### config.mk
export PLATFORM = sky130hd
export DESIGN_NAME = jpse_scan_engine
export DESIGN_NICKNAME = d
export VERILOG_FILES = /design/src/hdl/jpse_pkg.sv /design/src/hdl/jpse_pgn_extract.sv /design/src/hdl/jpse_scan_engine.sv /design/src/hdl/jpse_timer.sv
export SDC_FILE = /design/constraint.sdc
export NUM_CORES = 1
export LEC_CHECK = 0
export BUFFER_PORTS_ARGS = -buffer_cell sky130_fd_sc_hd__buf_2
export CAP_MARGIN = 25
export CORE_ASPECT_RATIO = 0.7
export CORE_MARGIN = 4
export CORE_UTILIZATION = 40
export DETAILED_ROUTE_END_ITERATION = 7
export SETUP_SLACK_MARGIN = 0.1
export SLEW_MARGIN = 20
export SYNTH_ARGS = -nofsm -noshare
export SYNTH_HDL_FRONTEND = slang
export SYNTH_HIERARCHICAL = 1
export SYNTH_SLANG_ARGS = --single-unit
### constraint.sdc
create_clock -name clk -period 5.5 [get_ports clk]
set_clock_uncertainty 0.05 [all_clocks]
set_input_delay 0 -clock clk [delete_from_list [all_inputs] [get_ports clk]]
set_output_delay 0 -clock clk [all_outputs]
set_load 0.03 [all_outputs]
### src/hdl/jpse_pkg.sv
// shared constants and types of the parameter-group scan engine
package jpse_pkg;

  // network framing
  localparam int ID_W = 29;
  localparam int PGN_W = 18;
  localparam logic [7:0] SRC_ADDR = 8'hFB;
  localparam logic [7:0] GLOBAL_ADDR = 8'hFF;
  localparam logic [7:0] PDU2_FIRST_PF = 8'hF0;
  localparam logic [7:0] REQ_PF = 8'hEA;
  localparam logic [PGN_W-1:0] REQ_PGN = 18'h0EA00;
  localparam logic [2:0] REQ_PRIO = 3'h6;
  localparam logic [3:0] REQ_DLC = 4'h3;

  // clock and bit timing
  localparam int CLK_HZ = 100_000_000;
  localparam int BIT_RATE_BPS = 250_000;
  localparam int BIT_CYCLES = CLK_HZ / BIT_RATE_BPS;
  localparam int BIT_CYC_W = 16;

  // traffic flash and reply wait
  localparam int LED_FLASH_MS = 50;
  localparam int LED_FLASH_CYCLES = LED_FLASH_MS * (CLK_HZ / 1000);
  localparam int REQ_TIMEOUT_MS = 100;
  localparam int REQ_TIMEOUT_CYCLES = REQ_TIMEOUT_MS * (CLK_HZ / 1000);

  // gathering mode of one scan entry
  typedef enum logic {
    JPSE_MODE_MONITOR = 1'b0,
    JPSE_MODE_REQUEST = 1'b1
  } jpse_mode_e;

  // scan sequencer states, gray along pick-send-wait-gap
  typedef enum logic [1:0] {
    JPSE_ST_PICK = 2'h0,
    JPSE_ST_SEND = 2'h1,
    JPSE_ST_WAIT = 2'h3,
    JPSE_ST_GAP = 2'h2
  } jpse_state_e;

endpackage

### src/hdl/jpse_pgn_extract.sv
// splits an extended identifier into group number, destination and source
module jpse_pgn_extract import jpse_pkg::*; (
  input wire logic [ID_W-1:0] id,
  output logic [PGN_W-1:0] pgn,
  output logic [7:0] dest,
  output logic [7:0] src
);

  // below the pdu2 boundary the low byte is a destination, not part of the group
  always_comb begin
    src = id[7:0];
    if (id[23:16] < PDU2_FIRST_PF) begin
      pgn = {id[25:16], 8'h00};
      dest = id[15:8];
    end else begin
      pgn = id[25:8];
      dest = GLOBAL_ADDR;
    end
  end

endmodule

### src/hdl/jpse_scan_engine.sv
// scan engine: gathers group data by monitoring or requesting, forwards it to the host
module jpse_scan_engine import jpse_pkg::*; #(
  parameter int ENTRIES = 16,
  parameter int LED_FLASH_CYC = LED_FLASH_CYCLES,
  parameter int REQ_TIMEOUT_CYC = REQ_TIMEOUT_CYCLES
) (
  input wire logic clk,
  input wire logic rst_b,
  input wire logic cfgWe,
  input wire logic [$clog2(ENTRIES)-1:0] cfgIdx,
  input wire logic cfgEn,
  input wire logic cfgMode,
  input wire logic [PGN_W-1:0] cfgPgn,
  input wire logic [7:0] cfgDest,
  input wire logic canRxValid,
  input wire logic canRxExt,
  input wire logic [ID_W-1:0] canRxId,
  input wire logic [3:0] canRxDlc,
  input wire logic [63:0] canRxData,
  input wire logic canTxReady,
  input wire logic canBusOff,
  output logic canTxValid,
  output logic canTxExt,
  output logic [ID_W-1:0] canTxId,
  output logic [3:0] canTxDlc,
  output logic [63:0] canTxData,
  output logic [BIT_CYC_W-1:0] canBitCycles,
  output logic hostValid,
  output logic [$clog2(ENTRIES)-1:0] hostIdx,
  output logic [PGN_W-1:0] hostPgn,
  output logic [7:0] hostSrc,
  output logic [3:0] hostDlc,
  output logic [63:0] hostData,
  output logic ledGreen,
  output logic ledOrange
);

  localparam int IW = $clog2(ENTRIES);
  localparam int LW = $clog2(LED_FLASH_CYC + 1);
  localparam int TW = $clog2(REQ_TIMEOUT_CYC + 1);
  localparam logic [IW-1:0] LAST_IDX = IW'(ENTRIES - 1);
  // both counts must be one or more: a zero reply wait would give up on every request at once

  // scan table, written by the host configuration port
  logic tblEn [ENTRIES];
  jpse_mode_e tblMode [ENTRIES];
  logic [PGN_W-1:0] tblPgn [ENTRIES];
  logic [7:0] tblDest [ENTRIES];

  // sequencer state and the request being served
  jpse_state_e state;
  jpse_state_e next_state;
  logic [IW-1:0] idx;
  logic [IW-1:0] next_idx;
  logic [PGN_W-1:0] pendPgn;
  logic [PGN_W-1:0] next_pendPgn;
  logic [7:0] pendDest;
  logic [7:0] next_pendDest;
  logic next_canTxValid;
  logic [ID_W-1:0] next_canTxId;
  logic [63:0] next_canTxData;
  logic next_hostValid;
  logic [IW-1:0] next_hostIdx;
  logic [PGN_W-1:0] next_hostPgn;
  logic [7:0] next_hostSrc;
  logic [3:0] next_hostDlc;
  logic [63:0] next_hostData;

  // decoded view of the frame now on the receive port
  logic [PGN_W-1:0] rxPgn;
  logic [7:0] rxDest;
  logic [7:0] rxSrc;
  logic rxOk;
  logic monHit;
  logic [IW-1:0] monIdx;
  logic replyHit;
  logic startWait;
  logic timeoutHit;
  logic waitBusy;
  logic trafficSeen;
  logic ledBusy;

  // table writes; one entry per cycle, mode stored exactly as configured
  // rewriting the pending entry leaves the outstanding request running to its end
  always_ff @(posedge clk or negedge rst_b) begin
    if (!rst_b) begin
      for (int i = 0; i < ENTRIES; i++) begin
        tblEn[i] <= 1'b0;
        tblMode[i] <= JPSE_MODE_MONITOR;
        tblPgn[i] <= '0;
        tblDest[i] <= GLOBAL_ADDR;
      end
    end else if (cfgWe) begin
      tblEn[cfgIdx] <= cfgEn;
      tblMode[cfgIdx] <= jpse_mode_e'(cfgMode);
      tblPgn[cfgIdx] <= cfgPgn;
      tblDest[cfgIdx] <= cfgDest;
    end
  end

  jpse_pgn_extract u_rxPgn (
    .id(canRxId),
    .pgn(rxPgn),
    .dest(rxDest),
    .src(rxSrc)
  );

  // standard-format frames never reach the matcher
  assign rxOk = canRxValid && canRxExt;

  // monitor match over the whole table; lowest index wins on duplicates
  // disabled entries never match, whatever group they still hold
  always_comb begin
    monHit = 1'b0;
    monIdx = '0;
    for (int i = ENTRIES - 1; i >= 0; i--) begin
      if (tblEn[i] && tblMode[i] == JPSE_MODE_MONITOR && tblPgn[i] == rxPgn) begin
        monHit = 1'b1;
        monIdx = IW'(i);
      end
    end
  end

  // a reply must carry the pending group, come from the target (any source if the target is global), and be for us or global
  assign replyHit = rxOk && (state == JPSE_ST_WAIT) && (rxPgn == pendPgn)
    && (pendDest == GLOBAL_ADDR || rxSrc == pendDest)
    && (rxDest == SRC_ADDR || rxDest == GLOBAL_ADDR);

  // the timer loads on the accepted handshake, so the wait covers only the reply
  assign startWait = (state == JPSE_ST_SEND) && canTxReady;

  // reply wait: a silent target must not stall the scan forever
  jpse_timer #(
    .W(TW)
  ) u_replyTimer (
    .clk(clk),
    .rst_b(rst_b),
    .load(startWait),
    .loadVal(TW'(REQ_TIMEOUT_CYC)),
    .cancel(replyHit),
    .busy(waitBusy),
    .expired(timeoutHit)
  );

  // scan sequencer: monitor entries are skipped, only request entries transmit
  always_comb begin
    next_state = state;
    next_idx = idx;
    next_pendPgn = pendPgn;
    next_pendDest = pendDest;
    next_canTxValid = canTxValid;
    next_canTxId = canTxId;
    next_canTxData = canTxData;
    case (state)
      JPSE_ST_PICK: begin
        if (tblEn[idx] && tblMode[idx] == JPSE_MODE_REQUEST) begin
          next_pendPgn = tblPgn[idx];
          next_pendDest = tblDest[idx];
          next_canTxValid = 1'b1;
          next_canTxId = {REQ_PRIO, 2'b00, REQ_PF, tblDest[idx], SRC_ADDR};
          next_canTxData = {40'h0, 6'h0, tblPgn[idx][17:16], tblPgn[idx][15:8], tblPgn[idx][7:0]};
          next_state = JPSE_ST_SEND;
        end else begin
          next_idx = (idx == LAST_IDX) ? '0 : idx + IW'(1);
        end
      end
      JPSE_ST_SEND: begin
        if (canTxReady) begin
          next_canTxValid = 1'b0;
          next_state = JPSE_ST_WAIT;
        end
      end
      JPSE_ST_WAIT: begin
        if (replyHit || timeoutHit || !waitBusy) begin
          next_state = JPSE_ST_GAP;
        end
      end
      JPSE_ST_GAP: begin
        next_idx = (idx == LAST_IDX) ? '0 : idx + IW'(1);
        next_state = JPSE_ST_PICK;
      end
      default: begin
        next_state = JPSE_ST_PICK;
        next_canTxValid = 1'b0;
      end
    endcase
  end

  // the request payload is the wanted group, least significant byte first
  always_ff @(posedge clk or negedge rst_b) begin
    if (!rst_b) begin
      state <= JPSE_ST_PICK;
      idx <= '0;
      pendPgn <= '0;
      pendDest <= GLOBAL_ADDR;
      canTxValid <= 1'b0;
      canTxId <= '0;
      canTxData <= '0;
    end else begin
      state <= next_state;
      idx <= next_idx;
      pendPgn <= next_pendPgn;
      pendDest <= next_pendDest;
      // only scan requests use this port; host-built frames are merged outside the block
      canTxValid <= next_canTxValid;
      canTxId <= next_canTxId;
      canTxData <= next_canTxData;
    end
  end

  // forwarding: a reply outranks a monitor hit for the same frame
  // the record fields hold between pulses so the host may read them late
  always_comb begin
    next_hostValid = 1'b0;
    next_hostIdx = hostIdx;
    next_hostPgn = hostPgn;
    next_hostSrc = hostSrc;
    next_hostDlc = hostDlc;
    next_hostData = hostData;
    if (replyHit) begin
      next_hostValid = 1'b1;
      next_hostIdx = idx;
    end else if (rxOk && monHit) begin
      next_hostValid = 1'b1;
      next_hostIdx = monIdx;
    end
    if (next_hostValid) begin
      next_hostPgn = rxPgn;
      next_hostSrc = rxSrc;
      next_hostDlc = canRxDlc;
      next_hostData = canRxData;
    end
  end

  // no host back-pressure: the record stands until the next forwarded frame
  always_ff @(posedge clk or negedge rst_b) begin
    if (!rst_b) begin
      hostValid <= 1'b0;
      hostIdx <= '0;
      hostPgn <= '0;
      hostSrc <= '0;
      hostDlc <= '0;
      hostData <= '0;
    end else begin
      hostValid <= next_hostValid;
      hostIdx <= next_hostIdx;
      hostPgn <= next_hostPgn;
      hostSrc <= next_hostSrc;
      hostDlc <= next_hostDlc;
      hostData <= next_hostData;
    end
  end

  // traffic is any good received frame or any accepted transmission
  assign trafficSeen = rxOk || (canTxValid && canTxReady);

  // stretch single frames so the flash is visible to the eye
  // back-to-back traffic keeps reloading, so a busy bus shows a steady light
  jpse_timer #(
    .W(LW)
  ) u_flashTimer (
    .clk(clk),
    .rst_b(rst_b),
    .load(trafficSeen),
    .loadVal(LW'(LED_FLASH_CYC)),
    .cancel(1'b0),
    .busy(ledBusy),
    .expired()
  );

  // indicators and fixed link settings, all registered
  // health is plain not-bus-off, one cycle late; no fault is latched
  always_ff @(posedge clk or negedge rst_b) begin
    if (!rst_b) begin
      ledGreen <= 1'b0;
      ledOrange <= 1'b0;
      canBitCycles <= '0;
      canTxExt <= 1'b0;
      canTxDlc <= '0;
    end else begin
      ledGreen <= !canBusOff;
      ledOrange <= ledBusy;
      canBitCycles <= BIT_CYC_W'(BIT_CYCLES);
      canTxExt <= 1'b1;
      canTxDlc <= REQ_DLC;
    end
  end

endmodule

### src/hdl/jpse_timer.sv
// loadable down counter with busy level and one-cycle expiry pulse
module jpse_timer #(
  parameter int W = 24
) (
  input wire logic clk,
  input wire logic rst_b,
  input wire logic load,
  input wire logic [W-1:0] loadVal,
  input wire logic cancel,
  output logic busy,
  output logic expired
);

  logic [W-1:0] count;
  logic [W-1:0] next_count;

  // load wins over cancel so a fresh start is never swallowed
  always_comb begin
    next_count = count;
    if (load) begin
      next_count = loadVal;
    end else if (cancel) begin
      next_count = '0;
    end else if (count != '0) begin
      next_count = count - W'(1);
    end
  end

  always_ff @(posedge clk or negedge rst_b) begin
    if (!rst_b) begin
      count <= '0;
    end else begin
      count <= next_count;
    end
  end

  assign busy = (count != '0);
  assign expired = (count == W'(1)) && !load && !cancel;

endmodule
==> summary.md <==
| Metric | Value |
|---|---|
| Half-perimeter wire length after placement | `84200 um` |
| DIE AREA | `between 0.09 and 0.1 mm2` |
| Ordered cell list for the critical path | `dlygate4sd3_1 > buf_2 > and4_1 > and2_1 > buf_4 > xor2_1 > nor4_1 > nand4_1 > nor4_1 > a2111oi_0 > a2111oi_1 > buf_4 > o2111ai_1 > nand2_1` |
| Syn_area_per_cell | `12.69 um2` |
| CTS Root Buffer Type | `clkbuf_16` |
| Worst ir drop on vdd | `239.9 uV` |
| Portion of the clock cycle consumed by the worst path in the final layout | `0.8388` |
| Worst-path cell with the longest stage delay | `a2111oi_1` |
| Clk sinks | `about 640` |
| Area used by sequential logic in the layout | `0.01617 mm2` |
| Type of the most critical hold path | `input port to flip-flop` |
| Number of buffer cells added on primary ports | `280` |
| Warning count from the yosys run | `6` |
| GPL Wtd Cong | `approximately 0.95` |
| Setup repair after global routing missed its margin | `no` |
| Maximum number of pins on one net before global-route repair | `189` |
| First-pass GRT wire length | `roughly 170000 um` |
| Ports | `approximately 350` |
| Vias in the first global route | `24.67k` |
| Grt total ovfl | `0` |
| Clock slew at the register clock pins of the worst setup and hold paths | `0.06 ns` |
| Layout cell share with drive strength beyond 1 | `0.4149` |
| Maximum achievable frequency | `roughly 220 MHz` |
| Category of the worst setup path launch point | `input port` |
| Largest fanout on the critical path | `11` |
| Crit path buf inv count | `4` |
| Transition at the pin with the smallest max-transition slack | `about 1.1 ns` |
| Min Clock Period, post-route | `roughly 4.6 ns` |
| Iter 0 DRT Violations | `2300` |
| Starting density of the core | `0.4072` |
| Std-Cell Core Area | `0.08497 mm2` |
| Nets@finish | `about 3.3k` |
| Power density normalized to cell area | `roughly 450 mW/mm2` |
| Int Power | `0.01163 W` |
| Placed inst area | `0.03711 mm2` |
| Gate count of the mapped netlist | `2727` |
| Row Count | `roughly 90` |
| Psw | `0.006707 W` |
| Number of remaining DRC errors | `0` |
| Total iterations of the first detailed-routing run | `5` |
| FF-to-FF path depth | `9` |
| Clk_lat worst skew | `0.65 ns` |
| Final setup violation count | `0` |
| Mapped cell area | `0.03460 mm2` |
| Max-slew violation count | `0` |
| Postcts setup bufs | `0` |
| Via total after detailed routing | `24.23k` |
| Final WL | `~110000 um` |
| Reg power frac | `0.386` |
| Routed length per instance | `26.48 um` |
| Diodes inserted | `0` |
| Area used by multi-input combinational logic | `0.01743 mm2` |
| Growth of design area from synthesis to finish | `17.90%` |
| Switching share of power | `0.3658` |
| Run status | `finished clean` |
| Max-cap viol count | `0` |
| Number of hold-slack violations in the final timing report | `0` |
| Slew headroom | `0.2404` |
| Overall fraction of global-route tracks in use | `0.2461` |
| Worst path depth | `14` |
| Die height | `254.1 um` |
| Combinational share of power | `0.345` |
| H-tree levels | `3` |
| Delay of the slowest cell on the worst path | `approximately 1.1 ns` |
| Ratio of routed vias to standard cells | `5.622` |
| Number of antenna violations at the first check in global routing | `5` |
| Clock tree from TritonCTS | `done` |
| Number of buffers added by the clock tree synthesis step | `69` |
| Setup Total Neg Slack | `0 ns` |
| Hold path cells | `2` |
| Post-route cell area | `0.04079 mm2` |
| Data required time at the worst endpoint | `approximately 6 ns` |
| Clk network pwr share | `0.269` |
| Crit path capture type | `flip-flop` |
| Fillers | `about 7.5k` |
| Critical path data arrival time | `5.14 ns` |
| Largest delay share family, worst path | `simple AND/OR/NAND/NOR gates` |
| Category of the most critical setup path | `input port to flip-flop` |
| Clock Path Buffers | `3` |
| Post-route ant nets | `0` |
| Die Wd | `359.5 um` |
| Total leakage power | `17.74 nW` |
[area by class of cell]
type / count / area share
clock buffer: 100 / 0.05018
clock inverter: 26 / 0.008557
sequential: 639 / 0.3964
multi-input combinational: 1925 / 0.4274
timing repair buffer: 466 / 0.08109
inverter: 16 / 0.001534
tap: 1137 / 0.03487
[worst paths after layout]
path | from | end | slack [ns]
min in group asynchronous | rst_b | hostPgn[17]$_DFFE_PN0P_ | 0.51
worst min register to register | canTxId[8]$_DFFE_PN0P_ | canTxId[8]$_DFFE_PN0P_ | 0.42
worst min-delay path | canRxId[16] | hostPgn[8]$_DFFE_PN0P_ | 0.05
max in group asynchronous | rst_b | tblPgn[34]$_DFFE_PN0P_ | 3.86
worst max register to register | tblPgn[192]$_DFFE_PN0P_ | hostIdx[0]$_DFFE_PN0P_ | 1.70
worst max-delay path | canRxId[20] | hostIdx[0]$_DFFE_PN0P_ | 0.89
[power by group through the flow]
| stage | sequential (W) | combinational, W | clock, W |
|---|---|---|---|
| after global routing | 0.00721 | 0.00671 | 0.00526 |
| after global placement | 0.00704 | 0.00607 | 0 |
| final | 0.00708 | 0.00633 | 0.00493 |
| after CTS | 0.00706 | 0.00627 | 0.00507 |
| after detailed placement | 0.00714 | 0.00617 | 0 |
| after floorplan | 0.00683 | 0.00416 | 0 |
[state kept, by name, indices dropped and copies added (netlist names)]
| name | cells |
|---|---|
| canBitCycles | 1 |
| tblMode | 16 |
| pendDest | 8 |
| canTxId | 9 |
| ledOrange | 1 |
| tblEn | 16 |
| u_replyTimer/count | 24 |
| hostData | 64 |
| hostPgn | 18 |
| tblPgn | 288 |
| pendPgn | 18 |
| state | 2 |
| hostDlc | 4 |
| canTxValid | 1 |
| hostIdx | 4 |
| ledGreen | 1 |
| tblDest | 128 |
| u_flashTimer/count | 23 |
| idx | 4 |
| hostSrc | 8 |
| hostValid | 1 |
[layer usage]
metal / share of wire / GRT usage
met5: 0.00016 / 0
met4: 0.017 / 0.05231
met3: 0.081 / 0.06345
met2: 0.44 / 0.3673
met1: 0.46 / 0.3621
[cells in the final DEF (no fill, tap or decap), drive strengths merged, types with 15 or more instances in the layout]
master       count
o21ai           45
buf            345
clkbuf         101
nor2b           15
a21o            15
nand2b          26
nor4            79
xor2           170
mux4           117
nor2            67
nand4           83
inv             20
or3             16
conb           126
xnor2          166
nand3           32
a21oi           26
nand2          138
dfrtp          503
nor3            47
dfstp          136
or4             22
mux2           543
dlygate4sd3    120
[worst register-to-register path, cell delays in order (launching register included)]
cell and delay, ns:
dfrtp_1 0.40, xor2_1 0.22, nor4_1 0.49, nand4_1 0.16, nor4_1 0.68, a2111oi_0 0.19
a2111oi_1 1.06, buf_4 0.24, o2111ai_1 0.13, nand2_1 0.10
[stage by stage]
stage	power (W)	instances	utilization	hold slack [ns]	setup slack (ns)
floorplan	0.01099	2851	-	-0.3456	2.239
global placement	0.01311	4052	0.4349	-0.01179	0.7971
detailed placement	0.01331	4059	0.4367	-0.0009672	1.100
CTS	0.01839	4306	0.4794	0.003672	1.195
global route	0.01918	4309	0.4801	0.04501	0.8191
finish	0.01834	4309	0.4801	0.04952	0.8866
[repair_timing]
item	4_1_cts	5_1_grt
resized for setup	0	0
hold buffers	121	0
endpoints found under the hold margin	642	0
(Power assumes the default switching activity.)
